[src/verilog/wdt_defines.svh]
// Purpose: Offsets, field positions, keys and counts of the watchdog unit
// Assumes: Included by its bare name
// Notes: Definitions only
`ifndef WDT_DEFINES_SVH
`define WDT_DEFINES_SVH

// ==========================================================
// Register map (byte addresses, one word each)
`define OFS_PROTECT 8'h00
`define OFS_INT_STATUS 8'h04
`define OFS_INT_MASK 8'h08
`define OFS_BOOT_CTRL 8'h0c
`define SEL_GLOBAL 3'h0
`define SEL_LAST_WDT 3'h3
`define IDX_CONFIG 3'h0
`define IDX_TIMEOUT0 3'h1
`define IDX_TIMEOUT3 3'h4
`define IDX_FEED 3'h5
`define IDX_COUNT 3'h6
`define IDX_STAGE 3'h7

// ==========================================================
// Config word layout
`define CFG_W 14
`define CFG_EN_BIT 0
`define CFG_STG_EN_LSB 1
`define CFG_ACT_LSB 5
`define CFG_CORE_BIT 13
`define CFG_RESET 14'h0000
// Boot supervision: stage 0 only; main resets the digital core, low-power the system
`define CFG_BOOT_MAIN 14'h0043
`define CFG_BOOT_LP 14'h0063

// ==========================================================
// Values and counts
`define WP_KEY 32'h1234_5678
`define TIMEOUT_RESET 32'h0000_ffff
`define RST_HOLD 4'hf
`define STRAP_SETTLE 2'h3
`define BOOT_DONE_BIT 0
`define SCOPE_CORE0 4'h1
`define SCOPE_CORE1 4'h2
`define SCOPE_DIGITAL 4'h4
`define SCOPE_SYSTEM 4'h8

`endif

[src/verilog/wdt_pkg.sv]
// Purpose: Types and shared decoding of the watchdog unit
// Assumes: wdt_defines.svh available
// Notes: Scope bit 0 first core, 1 second core, 2 digital core, 3 system
`include "wdt_defines.svh"
`default_nettype none

package wdt_pkg;

	typedef enum logic [1:0]
	{
		ACT_INTR = 2'h0,
		ACT_CORE = 2'h1,
		ACT_DIGITAL = 2'h2,
		ACT_SYSTEM = 2'h3
	} action_t;

	typedef logic [3:0] scope_t;

	// Main watchdogs cannot reach the low-power domain
	function automatic scope_t scope_of(input action_t act, input logic is_lp, input logic core);
		scope_t s;
		s = 4'h0;
		unique case (act)
			ACT_INTR: s = 4'h0;
			ACT_CORE: s = core ? `SCOPE_CORE1 : `SCOPE_CORE0;
			ACT_DIGITAL: s = `SCOPE_DIGITAL;
			ACT_SYSTEM: s = is_lp ? `SCOPE_SYSTEM : `SCOPE_DIGITAL;
		endcase
		return s;
	endfunction

endpackage

`default_nettype wire

[src/verilog/bit_sync.sv]
// Purpose: Two flip-flop synchroniser
// Assumes: Asynchronous active-low reset
// Notes: First stage is read only by the second
`default_nettype none

module bit_sync #(
	parameter int WIDTH = 1
) (
	input wire logic clk_i,
	input wire logic rst_n_i,
	input wire logic [WIDTH-1:0] d_i,
	output logic [WIDTH-1:0] q_o
);

	logic [WIDTH-1:0] meta;

	always_ff @(posedge clk_i or negedge rst_n_i)
	begin
		if (!rst_n_i)
		begin
			meta <= '0;
			q_o <= '0;
		end
		else
		begin
			meta <= d_i;
			q_o <= meta;
		end
	end

endmodule

`default_nettype wire

[src/verilog/staged_watchdog_reset_unit.sv]
// Purpose: Three staged watchdogs with scoped reset requests, APB registers
// Assumes: One clock; slow low-power clock sampled as a pin
// Notes: Resets are requests to the chip's reset logic, held RST_HOLD cycles
//
// Decided for this implementation: the APB slave port and the register addresses.
`include "wdt_defines.svh"
`default_nettype none

module staged_watchdog_reset_unit
	import wdt_pkg::*;
#(
	parameter int NWDT = 3,
	parameter logic [31:0] BOOT_TIMEOUT = 32'h0100_0000,
	parameter logic [31:0] BOOT_TIMEOUT_LP = 32'h0001_0000
) (
	input wire logic CLK_I,
	input wire logic NRST_I,
	input wire logic PSEL_I,
	input wire logic PENABLE_I,
	input wire logic PWRITE_I,
	input wire logic [7:0] PADDR_I,
	input wire logic [31:0] PWDATA_I,
	output logic [31:0] PRDATA_O,
	output logic PREADY_O,
	output logic PSLVERR_O,
	input wire logic SLOW_CLK_I,
	input wire logic FLASH_BOOT_I,
	output logic IRQ_O,
	output logic FIRST_PROCESSOR_CORE_RST_O,
	output logic SECOND_PROCESSOR_CORE_RST_O,
	output logic SECURE_REGS_RST_O,
	output logic DIGITAL_CORE_RST_O,
	output logic SYSTEM_RST_O
);

	localparam int LP = NWDT - 1;

	// ==========================================================
	// Reset release and pin synchronisers
	logic rst_n;
	logic slow_s;
	logic strap_s;
	logic slow_q;
	logic slow_tick;

	bit_sync #(.WIDTH(1)) u_rst_sync
	(
		.clk_i(CLK_I),
		.rst_n_i(NRST_I),
		.d_i(1'b1),
		.q_o(rst_n)
	);

	bit_sync #(.WIDTH(2)) u_pin_sync
	(
		.clk_i(CLK_I),
		.rst_n_i(rst_n),
		.d_i({SLOW_CLK_I, FLASH_BOOT_I}),
		.q_o({slow_s, strap_s})
	);

	always_ff @(posedge CLK_I or negedge rst_n)
	begin
		if (!rst_n)
			slow_q <= 1'b0;
		else
			slow_q <= slow_s;
	end

	// Slow clock rising edge; it must run below a third of CLK_I
	assign slow_tick = slow_s & ~slow_q;

	// ==========================================================
	// APB decode
	logic wr;
	logic setup;
	logic [2:0] sel;
	logic [2:0] idx;
	logic [1:0] wsel;
	logic is_global;
	logic is_wdt;
	logic unmapped;
	logic cfg_wr;

	assign wr = PSEL_I & PENABLE_I & PWRITE_I;
	assign setup = PSEL_I & ~PENABLE_I;
	assign sel = PADDR_I[7:5];
	assign idx = PADDR_I[4:2];
	assign wsel = 2'(sel - 3'h1);
	assign is_global = (sel == `SEL_GLOBAL) && (PADDR_I[4] == 1'b0);
	assign is_wdt = (sel != `SEL_GLOBAL) && (sel <= `SEL_LAST_WDT);
	assign unmapped = (PADDR_I[1:0] != 2'h0) || !(is_global || is_wdt);
	assign cfg_wr = wr & is_wdt & ~unmapped;

	// ==========================================================
	// Write protection
	logic locked;

	always_ff @(posedge CLK_I or negedge rst_n)
	begin
		if (!rst_n)
			locked <= 1'b1;
		else if (wr && !unmapped && PADDR_I == `OFS_PROTECT)
			locked <= (PWDATA_I != `WP_KEY);
	end

	// ==========================================================
	// Boot supervision
	logic [1:0] settle;
	logic boot_load;
	logic boot_armed;
	logic boot_done_wr;

	assign boot_load = (settle == `STRAP_SETTLE - 2'h1) && strap_s;
	assign boot_done_wr = wr && !unmapped && PADDR_I == `OFS_BOOT_CTRL
		&& PWDATA_I[`BOOT_DONE_BIT];

	always_ff @(posedge CLK_I or negedge rst_n)
	begin
		if (!rst_n)
		begin
			settle <= 2'h0;
			boot_armed <= 1'b0;
		end
		else
		begin
			if (settle != `STRAP_SETTLE)
				settle <= settle + 2'h1;
			if (boot_load)
				boot_armed <= 1'b1;
			else if (boot_done_wr)
				boot_armed <= 1'b0;
		end
	end

	// ==========================================================
	// Configuration and timeouts
	logic [`CFG_W-1:0] cfg [0:NWDT-1];
	logic [31:0] tmo [0:4*NWDT-1];
	logic [NWDT-1:0] feed;

	genvar g;
	generate
		for (g = 0; g < NWDT; g++)
		begin : g_cfg
			logic hit_w;
			logic is_boot_wdt;
			assign hit_w = cfg_wr && (wsel == 2'(g));
			assign is_boot_wdt = (g == 0) || (g == LP);
			assign feed[g] = hit_w && (idx == `IDX_FEED);

			always_ff @(posedge CLK_I or negedge rst_n)
			begin
				if (!rst_n)
					cfg[g] <= `CFG_RESET;
				else if (boot_load && is_boot_wdt)
					cfg[g] <= (g == LP) ? `CFG_BOOT_LP : `CFG_BOOT_MAIN;
				else if (boot_done_wr && boot_armed && is_boot_wdt)
					cfg[g][`CFG_EN_BIT] <= 1'b0;
				else if (hit_w && !locked && idx == `IDX_CONFIG)
					cfg[g] <= PWDATA_I[`CFG_W-1:0];
			end

			for (genvar s = 0; s < 4; s++)
			begin : g_tmo
				always_ff @(posedge CLK_I or negedge rst_n)
				begin
					if (!rst_n)
						tmo[4*g+s] <= `TIMEOUT_RESET;
					else if (boot_load && is_boot_wdt && s == 0)
						tmo[4*g+s] <= (g == LP) ? BOOT_TIMEOUT_LP : BOOT_TIMEOUT;
					else if (hit_w && !locked && idx == 3'(`IDX_TIMEOUT0 + s))
						tmo[4*g+s] <= PWDATA_I;
				end
			end
		end
	endgenerate

	// ==========================================================
	// Watchdog engines
	logic [31:0] cnt [0:NWDT-1];
	logic [1:0] stg [0:NWDT-1];
	logic [1:0] estg [0:NWDT-1];
	logic [NWDT-1:0] expire;
	logic [NWDT-1:0] intr_set;
	scope_t req [0:NWDT];

	assign req[0] = 4'h0;

	generate
		for (g = 0; g < NWDT; g++)
		begin : g_wdt
			action_t act;
			assign act = action_t'(cfg[g][`CFG_ACT_LSB + 2*estg[g] +: 2]);

			wdt_stage_engine #(.STAGES(4), .CW(32)) u_engine
			(
				.clk_i(CLK_I),
				.rst_n_i(rst_n),
				// Sync flops leave reset low, so a high pin would fake an edge
				.tick_i((g == LP) ? (slow_tick && settle == `STRAP_SETTLE) : 1'b1),
				.enable_i(cfg[g][`CFG_EN_BIT]),
				.stage_en_i(cfg[g][`CFG_STG_EN_LSB +: 4]),
				.timeouts_i({tmo[4*g+3], tmo[4*g+2], tmo[4*g+1], tmo[4*g]}),
				.feed_i(feed[g]),
				.count_o(cnt[g]),
				.stage_o(stg[g]),
				.expire_o(expire[g]),
				.expire_stage_o(estg[g])
			);

			assign intr_set[g] = expire[g] && act == ACT_INTR;
			assign req[g+1] = req[g] | (expire[g] ?
				scope_of(act, g == LP, cfg[g][`CFG_CORE_BIT]) : 4'h0);
		end
	endgenerate

	// ==========================================================
	// Interrupt status and mask
	logic [NWDT-1:0] int_status;
	logic [NWDT-1:0] int_mask;
	logic [NWDT-1:0] w1c;

	assign w1c = (wr && !unmapped && PADDR_I == `OFS_INT_STATUS) ?
		PWDATA_I[NWDT-1:0] : '0;

	always_ff @(posedge CLK_I or negedge rst_n)
	begin
		if (!rst_n)
		begin
			int_status <= '0;
			int_mask <= '0;
			IRQ_O <= 1'b0;
		end
		else
		begin
			// Set beats a simultaneous clear
			int_status <= (int_status & ~w1c) | intr_set;
			if (wr && !unmapped && PADDR_I == `OFS_INT_MASK)
				int_mask <= PWDATA_I[NWDT-1:0];
			IRQ_O <= |(int_status & int_mask);
		end
	end

	// ==========================================================
	// Scoped reset requests
	logic [3:0] hold [0:3];
	logic [3:0] active;

	generate
		for (g = 0; g < 4; g++)
		begin : g_hold
			assign active[g] = hold[g] != 4'h0;
			always_ff @(posedge CLK_I or negedge rst_n)
			begin
				if (!rst_n)
					hold[g] <= 4'h0;
				else if (req[NWDT][g])
					hold[g] <= `RST_HOLD;
				else if (active[g])
					hold[g] <= hold[g] - 4'h1;
			end
		end
	endgenerate

	always_ff @(posedge CLK_I or negedge rst_n)
	begin
		if (!rst_n)
		begin
			FIRST_PROCESSOR_CORE_RST_O <= 1'b0;
			SECOND_PROCESSOR_CORE_RST_O <= 1'b0;
			SECURE_REGS_RST_O <= 1'b0;
			DIGITAL_CORE_RST_O <= 1'b0;
			SYSTEM_RST_O <= 1'b0;
		end
		else
		begin
			FIRST_PROCESSOR_CORE_RST_O <= active[0] | active[2] | active[3];
			SECOND_PROCESSOR_CORE_RST_O <= active[1] | active[2] | active[3];
			SECURE_REGS_RST_O <= active[0] | active[2] | active[3];
			DIGITAL_CORE_RST_O <= active[2] | active[3];
			SYSTEM_RST_O <= active[3];
		end
	end

	// ==========================================================
	// Read data, taken in the setup cycle so the access needs no wait
	logic [31:0] rd_global;
	logic [31:0] rd_wdt;
	logic [31:0] rd;

	assign rd_global =
		(PADDR_I == `OFS_PROTECT) ? {31'h0000_0000, locked} :
		(PADDR_I == `OFS_INT_STATUS) ? {29'h0000_0000, int_status} :
		(PADDR_I == `OFS_INT_MASK) ? {29'h0000_0000, int_mask} :
		{30'h0000_0000, strap_s, boot_armed};

	assign rd_wdt =
		(idx == `IDX_CONFIG) ? {18'h0_0000, cfg[wsel]} :
		(idx <= `IDX_TIMEOUT3) ? tmo[{wsel, 2'(idx - `IDX_TIMEOUT0)}] :
		(idx == `IDX_COUNT) ? cnt[wsel] :
		(idx == `IDX_STAGE) ? {30'h0000_0000, stg[wsel]} :
		32'h0000_0000;

	assign rd = unmapped ? 32'h0000_0000 : (is_global ? rd_global : rd_wdt);

	always_ff @(posedge CLK_I or negedge rst_n)
	begin
		if (!rst_n)
		begin
			PRDATA_O <= 32'h0000_0000;
			PREADY_O <= 1'b0;
			PSLVERR_O <= 1'b0;
		end
		else
		begin
			PREADY_O <= 1'b1;
			if (setup)
			begin
				PRDATA_O <= PWRITE_I ? 32'h0000_0000 : rd;
				PSLVERR_O <= unmapped;
			end
		end
	end

endmodule

`default_nettype wire

[src/verilog/wdt_stage_engine.sv]
// Purpose: Four-stage watchdog counter
// Assumes: tick_i is a one-cycle count enable
// Notes: Feed or disable returns to stage 0 with a cleared count
`default_nettype none

module wdt_stage_engine #(
	parameter int STAGES = 4,
	parameter int CW = 32
) (
	input wire logic clk_i,
	input wire logic rst_n_i,
	input wire logic tick_i,
	input wire logic enable_i,
	input wire logic [STAGES-1:0] stage_en_i,
	input wire logic [STAGES*CW-1:0] timeouts_i,
	input wire logic feed_i,
	output logic [CW-1:0] count_o,
	output logic [1:0] stage_o,
	output logic expire_o,
	output logic [1:0] expire_stage_o
);

	// ==========================================================
	// Datapath
	logic [CW-1:0] limit;
	logic [CW-1:0] next_count;
	logic hit;

	assign limit = timeouts_i[stage_o*CW +: CW];
	assign next_count = count_o + {{(CW-1){1'b0}}, 1'b1};
	assign hit = next_count >= limit;

	// ==========================================================
	// Stage sequencing
	always_ff @(posedge clk_i or negedge rst_n_i)
	begin
		if (!rst_n_i)
		begin
			count_o <= '0;
			stage_o <= 2'h0;
			expire_o <= 1'b0;
			expire_stage_o <= 2'h0;
		end
		else
		begin
			expire_o <= 1'b0;
			if (!enable_i || feed_i)
			begin
				count_o <= '0;
				stage_o <= 2'h0;
			end
			else if (!stage_en_i[stage_o])
			begin
				count_o <= '0;
				stage_o <= stage_o + 2'h1;
			end
			else if (tick_i)
			begin
				if (hit)
				begin
					expire_o <= 1'b1;
					expire_stage_o <= stage_o;
					count_o <= '0;
					stage_o <= stage_o + 2'h1;
				end
				else
					count_o <= next_count;
			end
		end
	end

endmodule

`default_nettype wire
[config.mk]
export PLATFORM = sky130hd
export DESIGN_NAME = staged_watchdog_reset_unit
export DESIGN_NICKNAME = d
export VERILOG_FILES = /design/src/verilog/wdt_pkg.sv /design/src/verilog/bit_sync.sv /design/src/verilog/staged_watchdog_reset_unit.sv /design/src/verilog/wdt_stage_engine.sv
export VERILOG_INCLUDE_DIRS = /design/src /design/src/verilog
export SDC_FILE = /design/constraint.sdc
export NUM_CORES = 1
export LEC_CHECK = 0
export BUFFER_PORTS_ARGS = -buffer_cell sky130_fd_sc_hd__buf_2
export CAP_MARGIN = 5
export CORE_UTILIZATION = 64
export DETAILED_ROUTE_END_ITERATION = 10
export PLACE_DENSITY = 0.81
export SLEW_MARGIN = 30
export SYNTH_ARGS = -nofsm -noshare
export SYNTH_HDL_FRONTEND = slang
export SYNTH_SLANG_ARGS = --single-unit
export TNS_END_PERCENT = 50
[constraint.sdc]
create_clock -name CLK_I -period 19.6 [get_ports CLK_I]
set_clock_uncertainty 0.1 [all_clocks]
set_input_delay 3.92 -clock CLK_I [delete_from_list [all_inputs] [get_ports CLK_I]]
set_output_delay 3.92 -clock CLK_I [all_outputs]
set_load 0.005 [all_outputs]
# Yosys cells after proc, flatten, opt, wreduce, memory -nomap -nowiden
# Index checks and enable logic that the tools add are counted.
[word_totals]
regBits = 609
inputBits = 47
out_inout_bits = 40
elab_cells = 311
[op_classes]
add_sub_neg = 16
n_lt_le_gt_ge = 10
n_eq_ne = 30
shift = 6
n_mux = 90
bitwise_logic = 26
n_reduce_logical = 82
[ops]
columns = ["op", "n"]
rows = [
  ["$mux 32", 24],
  ["$shiftx 128x8->32", 3],
  ["$bmux 32 s4", 1],
  ["$add 32x1->32 const B", 3],
  ["$ge 32x32->1", 3],
  ["$mux 14", 6],
  ["$bmux 32 s2", 1],
  ["$mux 4", 11],
  ["$shiftx 14x5->2", 3],
  ["$logic_and 1x1->1", 38],
  ["$mux 2", 16],
  ["$ne 32x29->1 const B", 1],
  ["$bmux 14 s2", 1],
  ["$mux 13", 2],
  ["$pmux 4 s3", 2],
  ["$reduce_bool 2->1", 10],
  ["$eq 2x2->1 const B", 9],
  ["$mux 1", 17],
  ["$eq 8x4->1 const B", 2],
  ["$pmux 4 s4", 1],
  ["$reduce_bool 4->1", 4],
  ["$sub 4x1->4 const B", 4],
  ["$add 3x3->4 const A", 3],
  ["$eq 3x3->1 const B", 4],
  ["36 further kinds", 91],
]

# Longest topological paths before layout
[depth]
word_depth = 13
mapped_depth = 17
depth_no_buf = 14

# By module
# A second synthesis with hierarchy kept.
[hier_totals]
cells_unflattened = 3058
area_unflattened_um2 = 36132.2
[modules_own_cells]
columns = ["module", "instances", "cells_per_inst", "area_per_inst_um2", "seq_area_each_um2"]
rows = [
  ["staged_watchdog_reset_unit", 1, 1872, 24247.0, 12553.3],
  ["wdt_stage_engine (g_wdt[2].u_engine)", 1, 413, 3992.6, 925.9],
  ["wdt_stage_engine (g_wdt[0].u_engine)", 1, 385, 3908.7, 925.9],
  ["wdt_stage_engine (g_wdt[1].u_engine)", 1, 382, 3833.7, 925.9],
  ["bit_sync (u_pin_sync)", 1, 4, 100.1, 100.1],
  ["bit_sync (u_rst_sync)", 1, 2, 50.0, 50.0],
]

# Worst setup path before layout
# OpenSTA, ideal clock, no wires.
[synth_timing]
path_kind = "input -> register"
start = "input port PADDR_I[2]"
end = "register PRDATA_O[10]"
setup_time_ns = 0.137
arrival_time_ns = 6.722
t_required_ns = 19.363
slack_ns = 12.641
path_stages = 13
n_path_buf = 6
path_cell_list = "clkbuf_1 -> buf_2 -> buf_2 -> inv_1 -> ha_1 -> clkbuf_1 -> buf_2 -> clkbuf_1 -> mux4_2 -> mux2i_1 -> o21ai_0 -> a222oi_1 -> o31ai_1"
[synth_via]
elab_chain_cells = 10
elab_cells_between_ends = 14
classes_between = "add/sub: 1; order compare: 1; eq/ne: 1; mux: 9; bitwise: 1; reduce/logical: 1"
[synth_rtl]
columns = ["element", "line_no", "source"]
rows = [
  ["from (decl)", "staged_watchdog_reset_unit.sv:21", "input wire logic [7:0] PADDR_I,"],
  ["$sub 2x1->2 (no line)", "--", ""],
  ["$not 4->5", "staged_watchdog_reset_unit.sv:300", "(idx <= `IDX_TIMEOUT3) ? tmo[{wsel, 2'(idx - `IDX_TIMEOUT0)}] :"],
  ["$bmux 32 s4", "staged_watchdog_reset_unit.sv:300", ""],
  ["$mux 32 (3 in a row)", "staged_watchdog_reset_unit.sv:300", ""],
  ["$mux 32 (*)", "staged_watchdog_reset_unit.sv:299", "(idx == `IDX_CONFIG) ? {18'h0_0000, cfg[wsel]} :"],
  ["$mux 32 (*) (2 in a row)", "staged_watchdog_reset_unit.sv:305", "assign rd = unmapped ? 32'h0000_0000 : (is_global ? rd_global : rd_wdt);"],
  ["$mux 32 (*)", "staged_watchdog_reset_unit.sv:320", "PRDATA_O <= PWRITE_I ? 32'h0000_0000 : rd;"],
  ["to (signal assigned)", "staged_watchdog_reset_unit.sv:320", ""],
  ["to (decl)", "staged_watchdog_reset_unit.sv:23", "output logic [31:0] PRDATA_O,"],
]
# Mark *: on every way between the ends. The rest lies on a longest branch, timed or not. The select of a mux whose other input is x is not followed.
# A chain may end at the register's enable or synchronous reset.

# Worst setup path after layout
[layout_timing]
start = "input port PADDR_I[5]"
end = "register PRDATA_O[6]"
[layout_via]
elab_chain_cells = 11
elab_cells_between_ends = 26
classes_between = "add/sub: 1; order compare: 1; mux: 15; bitwise: 2; reduce/logical: 7"
[layout_rtl]
columns = ["element", "line_no"]
rows = [
  ["parallel branches: the longest is 9 deep, another holds $sub 2x1->2", "--"],
  ["$mux 32 (*)", "staged_watchdog_reset_unit.sv:305"],
  ["$mux 32 (*)", "staged_watchdog_reset_unit.sv:320"],
]
# Mark *: on every way between the ends. The select of a mux whose other input is x is not followed.

==> results.yml <==
sta:
  slew_violations: 0
  fin_crit_sh: 0.401
  hold_violations: 0
  slew_headroom: 0.318
  period_needed_ps: 7870
  fmax_ghz: 0.127
  hold_ws_ps: 249
  rsz0062_at_grt: "no"
  tightest_slew_ps: 1020
  setup_ws_ps: 11730
  finalSetupViolCount: 0
  fin_setup_tns_ps: 0
worst_hold_path:
  hold_path_class: "flip-flop to flip-flop"
  hold_depth: 0
  worst_hold_path.endpoint: "u_pin_sync.q_o[1]"
  min_from: "u_pin_sync.meta[1]"
outcome:
  status: "complete, no violations"
power:
  p_sw_mw: 0.924
  clock_power_share: 0.412
  p_leak_nw: 16.7
  power_mw: 3.21
  swShare: 0.288
  power_density_nw_per_um2: 84.6
  peakVddDrop_v: 0.0000803
  seqPwrFrac: 0.427
  combPwrFrac: 0.161
  p_int_mw: 2.28
grt:
  grt_usage: 0.386
  grt_max_degree: 174
  grt_pass1_vias: 27000
  met2_usage: 0.593
  grt_busiest_layer: "met2"
  grt_overflow: 0
  grt_use_met3: 0.0957
  grt_pass1_wl_um: 162000
  grt_use_met1: 0.513
  antenna_found_initial: 2
logic_synthesis:
  ys.flop_type: "dfrtp_1"
  ys_async_sr_fraction: 1.00
  synth_top_area_cell: "dfrtp_1"
  synth-seq-cells: 609
  synth-edff-count: 0
  synth.most_common_cell: "dfrtp_1"
  ys_top_cells_by_count: "dfrtp_1 (416), mux2_2 (310), nand2_1 (293), mux4_2 (201), dfstp_2 (193)"
  syn_avg_cell_area_um2: 11.9
  syn_area_um2: 34800
  ys_top_cells_by_area: "dfrtp_1 (30%), dfstp_2 (15%), mux4_2 (13%), mux2_2 (10%), ha_1 (4.2%)"
  postSynthCellCount: 2925
  ys_seq_area_frac: 0.445
  synth_top_area_frac: 0.299
  ys_warn_count: 0
  yosysUniqueCellTypes: 89
placed_design:
  place_inst: 3528
  placed_area_um2: 35500
  port_buffers: 86
  pre_cts_ws_ps: 10870
  dpl.hpwl_um: 67300
  place.gp.congestion: 0.946
critical_path:
  reg2reg_depth: 16
  slowest_delay_ps: 1100
  cp_max_fo: 52
  end_kind: "flip-flop"
  path_class: "input port to flip-flop"
  cp-start-kind: "input port"
  r2r_end: "g_wdt[1].u_engine.stage_o[0]"
  slowest_stage: "ha_4"
  reg2reg_slack_ps: 13930
  path_cells: "buf_2 -> clkinv_2 -> ha_4 -> buf_4 -> mux2_2 -> a221oi_1 -> o31ai_1"
  crit_arrival_ps: 8210
  crit_required_ps: 19950
  r2r-start: "g_wdt[1].u_engine.count_o[0]"
clocking:
  ctsResizeCount: 0
  clkTransAtPathRegs_ps: 60
  root_buffer: "clkbuf_16"
  clkSinkCount: 609
  numCtsBuffers: 66
  htreeDepth: 3
  cts_tree: "built"
  worstSkewPairLatency_ps: 610
  cts_hold_buf: 0
  cts_setup_buffers: 0
  cts_max_path_buffers: 3
floorplan:
  die_h_um: 235
  ios: 87
  die-area_um2: 55300
  start_util: 0.647
  core_area_um2: 53800
  num_rows: 85
  die_width_um: 235
drt:
  wl_per_cell_um: 28.9
  drt_wl_total_um: 105000
  ant_nets: 0
  drt_iter0_markers: 3550
  dr.pass1.iters: 8
  drc: 0
  viasPerCell: 7.16
  num_vias: 26100
cells_and_area:
  syn2layout_area_growth_pct: 8.94
  drive_gt1_frac: 0.336
  fin_cells: 3651
  postLayoutCoreUtil: 0.705
  nets: 3068
  fin_area_um2: 37900
flow_run:
  maxCapViolCount: 0
-- routing by layer --
layer	part of all wire	wire length (um)	up-vias
li1	-	-	10600
met1	0.37	38800	13200
met2	0.46	48100	1854
met3	0.12	12800	412
met4	0.055	5780	2
met5	0.000076	8	-
-- cell usage in the layout, fill, tap and decap left out, types with 14 or more instances in the layout --
cell,instances
dfstp_2,193
a221oi_1,17
nor3_1,19
a32o_1,22
xnor2_1,64
nand4_1,26
nor2_1,110
mux2_2,310
nor2b_1,46
and3_1,46
nand2_1,292
xor2_1,28
a222oi_1,14
clkbuf_16,71
clkbuf_1,16
o21ai_0,59
ha_1,115
a31oi_1,27
buf_4,34
a21o_1,15
inv_1,133
dfrtp_1,409
mux2i_1,82
o22ai_1,24
buf_2,85
nand3_1,68
a21oi_1,136
a22o_1,19
mux2_1,45
nand2b_1,16
mux4_2,201
-- state kept, by name, indices dropped and copies added (netlist names), 2 cells and up --
signal,flops
int_mask,3
g_wdt.u_engine.expire_o,3
g_wdt.u_engine.stage_o,6
hold,16
u_pin_sync.q_o,2
cfg,42
u_pin_sync.meta,2
tmo,384
g_wdt.u_engine.count_o,96
settle,2
int_status,3
g_wdt.u_engine.expire_stage_o,6
PRDATA_O,32
-- power by group through the flow --
stage	logic (mW)	clock network [mW]	registers [mW]
finish	0.518	1.32	1.37
floorplan	0.363	0	1.36
detailed placement	0.502	0	1.39
global route	0.542	1.38	1.37
global placement	0.482	0	1.38
CTS	0.504	1.33	1.37
-- layout make-up --
cell class	count	area (um^2)
sequential	609	15500
timing repair buffer	128	852
clock inverter	18	260
antenna	1	2.50
inverter	136	512
tap	696	871
fill	3582	15900
multi-input combinational	1963	17900
clock buffer	100	2020
-- critical path: cells and delay by family --
kind	cells	cell delay [ps]
buffers and inverters	3	2040
muxes	1	410
AOI/OAI and AO/OA	2	650
adders and majority gates	1	1100
-- how the worst max path moves through the flow --
stage / startpoint / end / cells past startpoint
after CTS: PADDR_I[5] / tmo[26] / 9
after floorplan: u_rst_sync.q_o / DIGITAL_CORE_RST_O / 0
final: PADDR_I[5] / PRDATA_O[6] / 7
after global routing: PADDR_I[5] / PRDATA_O[6] / 7
after detailed placement: PADDR_I[5] / tmo[26] / 9
after global placement: PADDR_I[5] / tmo[19] / 9
-- logic make-up (layout without fill, tap and decap cells) --
family | after synthesis | count (layout) | synth area share
simple gates | 715 | 715 | 0.103
fa+ha+maj | 117 | 117 | 0.0420
xor+xnor | 93 | 93 | 0.0236
compound gates | 398 | 398 | 0.0754
buf+inv | 354 | 382 | 0.0430
other cells | 1 | 3 | 0.000108
flops | 609 | 609 | 0.445
mux | 638 | 638 | 0.268
Power figures use the tool's default switching activity.
